File: src/hdl/gdp_pkg.sv
// constants and types for the gate drive protection controller
package gdp_pkg;
    // clock period and printed times
    localparam int CLK_PERIOD_PS = 5000;
    localparam int GLITCH_NS = 40;
    localparam int BLANK_NS = 600;
    localparam int SOFT_OFF_MAX_NS = 150;
    localparam int FAULT_LOW_NS = 2000;
    localparam int MUTE_US = 3200;
    localparam int FRESET_US = 3200;
    localparam int TICK_NS = 20;
    // derived cycle counts
    localparam int GLITCH_CYC = (GLITCH_NS * 1000 + CLK_PERIOD_PS - 1) / CLK_PERIOD_PS;
    localparam int BLANK_CYC = (BLANK_NS * 1000 + CLK_PERIOD_PS - 1) / CLK_PERIOD_PS;
    localparam int FAULT_LOW_CYC = (FAULT_LOW_NS * 1000) / CLK_PERIOD_PS;
    localparam int MUTE_CYC = (MUTE_US * 1000) / (CLK_PERIOD_PS / 1000);
    localparam int FRESET_CYC = (FRESET_US * 1000) / (CLK_PERIOD_PS / 1000);
    localparam int TICK_CYC = TICK_NS * 1000 / CLK_PERIOD_PS;
    // undervoltage and fault pin timing defaults in cycles
    localparam int UV_OFF_QUAL_CYC = 200;
    localparam int UV_ON_QUAL_CYC = 200;
    localparam int UV_MIN_REPORT_CYC = 2000;
    localparam int UV_COM_DEL_CYC = 20;
    localparam int FAULT_COM_DEL_CYC = 40;
    // reset values
    localparam logic GATE_RST = 1'b0;
    localparam logic OE_N_RST = 1'b1;
    // protection sequencer states
    typedef enum logic [2:0] {
        GDP_RUN = 3'b000,
        GDP_SOFT = 3'b001,
        GDP_MUTE = 3'b010,
        GDP_WAITLOW = 3'b011
    } gdp_state_t;
endpackage

File: src/hdl/gdp_flt_if.sv
// interface carrying filter inputs and outputs
`timescale 1ns/1ps
interface gdp_flt_if;
    logic rawIn;
    logic clean;
    modport filt(input rawIn, output clean);
    modport user(output rawIn, input clean);
endinterface

File: src/hdl/gdp_gate_drive_protect_ctrl.sv
`timescale 1ns/1ps
module gdp_gate_drive_protect_ctrl
    import gdp_pkg::*;
#(
    parameter int GLITCH_LEN = GLITCH_CYC,
    parameter int BLANK_LEN = BLANK_CYC,
    parameter int MUTE_LEN = MUTE_CYC,
    parameter int FRESET_LEN = FRESET_CYC,
    parameter int UV_OFF_LEN = UV_OFF_QUAL_CYC,
    parameter int UV_ON_LEN = UV_ON_QUAL_CYC,
    parameter int UV_REP_LEN = UV_MIN_REPORT_CYC,
    parameter int UV_DEL_LEN = UV_COM_DEL_CYC,
    parameter int FLT_DEL_LEN = FAULT_COM_DEL_CYC
) (
    // clock, reset, enable
    input wire logic ref_clk,
    input wire logic rst_n,
    input wire logic clkEn,
    // control inputs
    input wire logic noninv_drive_in,
    input wire logic inv_drive_in,
    // analog comparator flags
    input wire logic supplyLow,
    input wire logic overCurrent,
    input wire logic gateAtClamp,
    // gate drive
    output logic gateOn,
    output logic softOff,
    output logic clampOn,
    // open-drain status pins, enable low drives the pin low
    output logic fault_n_out,
    output logic fault_n_oe_n,
    output logic undervolt_n_out,
    output logic undervolt_n_oe_n
);
    // width of every interval counter in this block
    // 24 bits cover the full mute and reset-hold lengths
    // at 200 MHz with room to spare; longer intervals
    // are refused at elaboration rather than wrapping
    localparam int CW = 24;
    // refuse lengths the counters cannot serve
    initial begin
        if (GLITCH_LEN < 1 || BLANK_LEN < 1 || MUTE_LEN < 1 || FRESET_LEN < 1)
            $error("interval lengths must be at least one cycle");
        if (UV_OFF_LEN < 1 || UV_ON_LEN < 1 || UV_REP_LEN < 1 || UV_DEL_LEN < 1)
            $error("undervoltage lengths must be at least one cycle");
        if (MUTE_LEN >= (1 << CW) || FRESET_LEN >= (1 << CW) || UV_REP_LEN >= (1 << CW))
            $error("interval too long for counters");
    end

    // saturating counter step helper
    // saturation keeps a long-idle counter from wrapping
    // back to zero and faking a short interval
    function automatic logic [CW-1:0] cntUp(input logic [CW-1:0] c);
        cntUp = (c == {CW{1'b1}}) ? c : c + 1'b1;
    endfunction

    // two-flop synchronisers for comparator flags
    // the comparators sit on the far side of the barrier
    // and change at any time; only the second stage is
    // read by the qualification logic below
    // bit order: clamp level, over-current, supply low
    logic [2:0] syncA, syncB;
    always_ff @(posedge ref_clk) begin
        if (!rst_n) begin
            syncA <= 3'h0;
            syncB <= 3'h0;
        end else if (clkEn) begin
            syncA <= {gateAtClamp, overCurrent, supplyLow};
            syncB <= syncA;
        end
    end
    logic uvRaw, ocRaw, clampRaw;
    assign {clampRaw, ocRaw, uvRaw} = syncB;

    // glitch filters on both control inputs
    // each input is filtered on its own, so a short pulse
    // on either one never reaches the command decode
    // filters reset to low, the idle level of a
    // non-inverting input, so no false edge follows reset
    gdp_flt_if fIp();
    gdp_flt_if fIn();
    assign fIp.rawIn = noninv_drive_in;
    assign fIn.rawIn = inv_drive_in;
    gdp_glitch_filter #(.STABLE_CYC(GLITCH_LEN)) uFiltP (
        .ref_clk(ref_clk),
        .rst_n(rst_n),
        .clkEn(clkEn),
        .flt(fIp.filt)
    );
    gdp_glitch_filter #(.STABLE_CYC(GLITCH_LEN)) uFiltN (
        .ref_clk(ref_clk),
        .rst_n(rst_n),
        .clkEn(clkEn),
        .flt(fIn.filt)
    );
    // decoded drive request: only noninv high, inv low
    // covers both input modes with one expression
    logic cmd;
    assign cmd = fIp.clean & ~fIn.clean;

    // undervoltage lockout qualification and reporting
    // uvQual counts consecutive cycles of the new level;
    // any return to the old level restarts it at zero
    // uvRep is the report request, uvPin the delayed pin
    // the report is held for the minimum report time even
    // when the supply recovers early
    logic uvLock, next_uvLock;
    logic [CW-1:0] uvQual, next_uvQual;
    logic uvRep, next_uvRep;
    logic [CW-1:0] uvRepCnt, next_uvRepCnt;
    logic [CW-1:0] uvDel, next_uvDel;
    logic uvPin, next_uvPin;
    always_comb begin
        next_uvLock = uvLock;
        next_uvQual = '0;
        next_uvRep = uvRep;
        next_uvRepCnt = uvRep ? cntUp(uvRepCnt) : '0;
        next_uvDel = '0;
        next_uvPin = uvPin;
        if (!uvLock) begin
            if (uvRaw) begin
                next_uvQual = cntUp(uvQual);
                if (uvQual == CW'(UV_OFF_LEN - 1)) begin
                    next_uvLock = 1'b1;
                    next_uvQual = '0;
                end
            end
        end else if (!uvRaw) begin
            next_uvQual = cntUp(uvQual);
            if (uvQual == CW'(UV_ON_LEN - 1)) begin
                next_uvLock = 1'b0;
                next_uvQual = '0;
            end
        end
        // report request: set with lockout, held minimum time
        if (uvLock) begin
            next_uvRep = 1'b1;
        end else if (uvRepCnt >= CW'(UV_REP_LEN - 1)) begin
            next_uvRep = 1'b0;
        end
        if (uvLock && !uvRep) next_uvRepCnt = '0;
        // status pin follows the report after communication delay
        if (uvRep != uvPin) begin
            next_uvDel = cntUp(uvDel);
            if (uvDel == CW'(UV_DEL_LEN - 1)) begin
                next_uvPin = uvRep;
                next_uvDel = '0;
            end
        end
    end
    always_ff @(posedge ref_clk) begin
        if (!rst_n) begin
            uvLock <= 1'b0;
            uvQual <= '0;
            uvRep <= 1'b0;
            uvRepCnt <= '0;
            uvDel <= '0;
            uvPin <= 1'b0;
        end else if (clkEn) begin
            uvLock <= next_uvLock;
            uvQual <= next_uvQual;
            uvRep <= next_uvRep;
            uvRepCnt <= next_uvRepCnt;
            uvDel <= next_uvDel;
            uvPin <= next_uvPin;
        end
    end

    // over-current protection sequencer
    // run: normal drive, trip when sense seen past blanking
    // soft: one cycle of soft turn-off start
    // mute: inputs ignored for the mute interval
    // waitlow: command must stay low for the reset hold
    // tmr times mute and hold, blank times on-time,
    // fltDel times the fault pin delay after a trip
    gdp_state_t state, next_state;
    logic [CW-1:0] tmr, next_tmr;
    logic [CW-1:0] blank, next_blank;
    logic [CW-1:0] fltDel, next_fltDel;
    logic faultPin, next_faultPin;
    logic gate, next_gate;
    logic clamp, next_clamp;
    // trip only while on and past the blanking interval
    // blank restarts at every turn-on
    logic ocSeen;
    assign ocSeen = ocRaw && gate && (blank >= CW'(BLANK_LEN));
    always_comb begin
        next_state = state;
        next_tmr = cntUp(tmr);
        next_fltDel = (state == GDP_RUN) ? '0 : cntUp(fltDel);
        next_faultPin = faultPin;
        next_gate = gate;
        next_clamp = clamp;
        next_blank = gate ? cntUp(blank) : '0;
        case (state)
            GDP_RUN: begin
                next_gate = cmd && !uvLock;
                if (ocSeen) begin
                    next_state = GDP_SOFT;
                    next_gate = 1'b0;
                    next_tmr = '0;
                end
            end
            GDP_SOFT: begin
                next_gate = 1'b0;
                next_state = GDP_MUTE;
            end
            GDP_MUTE: begin
                next_gate = 1'b0;
                if (tmr >= CW'(MUTE_LEN - 1)) begin
                    next_state = GDP_WAITLOW;
                    next_tmr = '0;
                end
            end
            GDP_WAITLOW: begin
                next_gate = 1'b0;
                if (cmd) begin
                    next_tmr = '0;
                end else if (tmr >= CW'(FRESET_LEN - 1)) begin
                    next_state = GDP_RUN;
                    next_faultPin = 1'b0;
                end
            end
            default: begin
                next_state = GDP_RUN;
                next_gate = 1'b0;
            end
        endcase
        // fault pin asserted after a short delay, well under 2 us
        if (state != GDP_RUN && state != GDP_WAITLOW && fltDel == CW'(FLT_DEL_LEN - 1))
            next_faultPin = 1'b1;
        if (state == GDP_SOFT) next_faultPin = faultPin;
        // clamp engages when gate is off and has reached threshold
        next_clamp = !next_gate && clampRaw;
        if (next_gate) next_clamp = 1'b0;
    end
    always_ff @(posedge ref_clk) begin
        if (!rst_n) begin
            state <= GDP_RUN;
            tmr <= '0;
            blank <= '0;
            fltDel <= '0;
            faultPin <= 1'b0;
            gate <= GATE_RST;
            clamp <= 1'b0;
        end else if (clkEn) begin
            state <= next_state;
            tmr <= next_tmr;
            blank <= next_blank;
            fltDel <= next_fltDel;
            faultPin <= next_faultPin;
            gate <= next_gate;
            clamp <= next_clamp;
        end
    end

    // output registers
    // every output comes straight from a flip-flop;
    // the pin drive values stay low and only the enables
    // move, as open-drain pins with external pull-ups
    // soft turn-off stays on until the clamp takes over or the mute interval ends
    always_ff @(posedge ref_clk) begin
        if (!rst_n) begin
            gateOn <= GATE_RST;
            softOff <= 1'b0;
            clampOn <= 1'b0;
            fault_n_out <= 1'b0;
            fault_n_oe_n <= OE_N_RST;
            undervolt_n_out <= 1'b0;
            undervolt_n_oe_n <= OE_N_RST;
        end else if (clkEn) begin
            gateOn <= next_gate;
            softOff <= (next_state == GDP_SOFT) || (next_state == GDP_MUTE && !next_clamp);
            clampOn <= next_clamp;
            fault_n_out <= 1'b0;
            fault_n_oe_n <= !next_faultPin;
            undervolt_n_out <= 1'b0;
            undervolt_n_oe_n <= !next_uvPin;
        end
    end
endmodule

File: src/hdl/gdp_glitch_filter.sv
// input glitch filter: output follows input only after it stays stable
`timescale 1ns/1ps
module gdp_glitch_filter #(
    parameter int STABLE_CYC = 8
) (
    // clock, reset, enable
    input wire logic ref_clk,
    input wire logic rst_n,
    input wire logic clkEn,
    // filtered signal pair
    gdp_flt_if.filt flt
);
    localparam int CW = $clog2(STABLE_CYC + 1);
    logic [CW-1:0] cnt, next_cnt;
    logic state, next_state;
    initial begin
        if (STABLE_CYC < 1) $error("filter length must be at least one cycle");
    end
    // count cycles of disagreement; accept when long enough
    always_comb begin
        next_cnt = '0;
        next_state = state;
        if (flt.rawIn != state) begin
            if (cnt == CW'(STABLE_CYC - 1)) begin
                next_state = flt.rawIn;
            end else begin
                next_cnt = cnt + 1'b1;
            end
        end
    end
    always_ff @(posedge ref_clk) begin
        if (!rst_n) begin
            cnt <= '0;
            state <= 1'b0;
        end else if (clkEn) begin
            cnt <= next_cnt;
            state <= next_state;
        end
    end
    assign flt.clean = state;
endmodule

File: config.mk
export PLATFORM = sky130hd
export DESIGN_NAME = gdp_gate_drive_protect_ctrl
export DESIGN_NICKNAME = d
export VERILOG_FILES = /design/src/hdl/gdp_pkg.sv /design/src/hdl/gdp_flt_if.sv /design/src/hdl/gdp_gate_drive_protect_ctrl.sv /design/src/hdl/gdp_glitch_filter.sv
export SDC_FILE = /design/constraint.sdc
export NUM_CORES = 1
export LEC_CHECK = 0
export BUFFER_PORTS_ARGS = -buffer_cell sky130_fd_sc_hd__buf_2
export CORE_MARGIN = 5
export CORE_UTILIZATION = 41
export DETAILED_ROUTE_END_ITERATION = 16
export PLACE_DENSITY_LB_ADDON = 0.2
export SLEW_MARGIN = 20
export SYNTH_ARGS = -nofsm -noshare
export SYNTH_HDL_FRONTEND = slang
export SYNTH_SLANG_ARGS = --single-unit
File: constraint.sdc
create_clock -name ref_clk -period 2.5 [get_ports ref_clk]
set_clock_uncertainty 0.05 [all_clocks]
set_input_delay 0.25 -clock ref_clk [delete_from_list [all_inputs] [get_ports ref_clk]]
set_output_delay 0.25 -clock ref_clk [all_outputs]
set_load 0.05 [all_outputs]
==> out/metrics.yaml <==
worst_setup_path:
  endpoint_kind: "register"
  cp_max_fo: 17
  start_kind: "register"
  criticalPathCategory: "register to register"
  max_stage_delay_ns: 0.54
  critPathTopFamily: "simple AND/OR/NAND/NOR gates"
  crit_arrival_ns: 2.65
  cp_cell_sequence: "or4_1, or4_4, o21ai_2, a21o_4, buf_4, a21oi_1, o22a_1"
  cp.required_ns: 2.78
  crit_buf_inv: 1
  crit_path_top_delay_cell: "or4_4"
timing:
  setup_viol: 0
  rsz0062_at_grt: "no"
  tns_ns: 0
  fin_ws_ns: 0.127
  fin_crit_ns: 2.37
  max-slew-margin-rel_pct: 41.6
  slew_violations: 0
  period_share_pct: 94.9
  fmax_mhz: 421
  worst_pin_slew_ns: 0.876
  hold_viol: 0
cts:
  cts-resized-gates: 0
  insertion_delay_ns: 0.43
  cts_buffers: 17
  cts_hold_buffers: 0
  cts_buffer_depth: 2
  post_cts_buffers: 0
  cts_htree_levels: 4
  clk_pin_slew_ns: 0.07
  cts_tree: "done"
  ctsRootBufferMaster: "clkbuf_16"
  cts.sinks: 172
drt:
  vias_per_cell: 5.29
  ant_nets: 0
  wire_per_inst_um: 13.3
  drtIter0Drc: 323
  vias: 7170
  drt_wl_total_mm: 18.0
  drtPass1Iterations: 4
  drcViolationCount: 0
placement:
  port_buffers: 12
  place_hpwl_mm: 12.5
  place_ws_ns: 0.139
  place_congestion: 0.790
layout:
  drive_gt1_share_pct: 8.51
  fin_nets: 1085
  area_delta_synth_final_pct: 12.8
  final_cell_mix: "nor2_1, dfxtp_1, nand2_1"
  antenna_cells: 0
  layout_commonest_cell: "nor2_1"
global_route:
  grt_pass1_vias: 6837
  antenna_found_initial: 0
  grt_max_degree: 41
  track_usage_pct: 15.8
  global_route.overflow_total: 0
  grt_pass1_wl_mm: 32.2
die:
  coreArea_um2: 20800
  pin_count: 15
  dieArea_um2: 23900
  die_y_um: 155
  initial_core_util_pct: 41.2
  fp-row-count: 53
  die_x_um: 155
yosys:
  async_flop_share_pct: 0
  yosys_warnings: 0
  yosys_register_bits: 172
  ys_types: 64
  syn_area_um2: 8580
  yosysTopAreaCell: "dfxtp_1"
  synth_edf_count: 0
  synthCells: 1046
  synth_ff_type: "dfxtp_1"
  avgSynthCellArea_um2: 8.20
  ys_seq_area_share_pct: 40.1
  synth_top_area_share_pct: 40.1
  ys_top_cells_by_area: "dfxtp_1, nor2_1, xor2_1"
power:
  leakage_nw: 3.47
  peakVddDrop_uv: 379
  p_per_area_nw_per_um2: 576
run_status:
  status: "finished clean"
hold_path:
  hold_class: "primary input to register"
job:
  maxCapViolations: 0
cell usage after synthesis (all sizes together), types with 9 or more instances:
cell	instances
nor2	178
dfxtp	172
nand2	81
nand3	67
nand4	59
xor2	59
xnor2	53
and3	43
nor3	34
o21ai	31
clkbuf	30
nor4	30
a21oi	28
and4	25
mux2i	16
buf	15
inv	12
or3	11
and2	10
ha	9
nor3b	9
layer usage:
metal | share of wire [%] | GRT usage, %
met3 | 2.1 | 2.99
met1 | 53 | 22.3
met5 | 0 | 0
met2 | 44 | 24.2
met4 | 1.6 | 5.85
area by class of cell:
| cell class | count | area [µm²] |
|---|---|---|
| Clock buffer | 24 | 512 |
| Clock inverter | 8 | 80.1 |
| Fill cell | 2114 | 11100 |
| Inverter | 12 | 45.0 |
| Multi-Input combinational cell | 818 | 4900 |
| Sequential cell | 172 | 3440 |
| Tap cell | 275 | 344 |
| Timing Repair Buffer | 47 | 348 |
stage by stage:
step,instance area [µm²],std cells,utilization (%),hold WS [ns],power [mW]
floorplan,8580,1047,-,0.344,2.96
global placement,9080,1324,43.6,0.399,3.02
detailed placement,9080,1324,43.6,0.410,3.02
CTS,9680,1356,46.5,0.000671,5.65
global route,9680,1356,46.5,0.0125,5.79
finish,9680,1356,46.5,0.0211,5.57
flip-flops by register name (all words and copies together) (netlist names), 3 cells and up, named ones only:
signal,cells
state,3
uFiltP.cnt,4
blank,24
tmr,24
uvRepCnt,24
syncB,3
uvDel,24
syncA,3
uvQual,24
fltDel,24
uFiltN.cnt,4
power by group:
part           leakage (nW)  internal [mW]  switching, mW
Sequential             1.39           2.76         0.0143
Combinational          1.80         0.0553          0.126
Clock                 0.285           1.53           1.09
cell families after synthesis:
| group | synth area share [%] |
|---|---|
| adder cells (fa/ha/maj) | 1.31 |
| XOR/XNOR | 11.4 |
| AO/OA/AOI/OAI | 7.79 |
| buffers and inverters | 2.77 |
| AND/OR/NAND/NOR | 34.5 |
| flip-flops | 40.1 |
| multiplexers | 2.00 |
| other | 0.0437 |
worst reg2reg max path: cells and delay by family, from the launching register on:
kind / cells / cell delay (ns)
AND/OR/NAND/NOR: 2 / 1.07
buffers and inverters: 1 / 0.19
flip-flops: 1 / 0.35
AO/OA/AOI/OAI: 4 / 0.62
final timing paths:
check	from	slack (ns)	end	cells past startpoint
worst min register to register	faultPin$_SDFFE_PN0P_	0.41	faultPin$_SDFFE_PN0P_	2
worst max register to register	uvDel[5]$_SDFFE_PN0P_	0.13	uvDel[7]$_SDFFE_PN0P_	7
worst min-delay path	overCurrent	0.02	syncA[1]$_SDFFE_PN0P_	3
worst max-delay path	uvDel[5]$_SDFFE_PN0P_	0.13	uvDel[7]$_SDFFE_PN0P_	7
No activity file was read; power rests on OpenSTA's default activity.
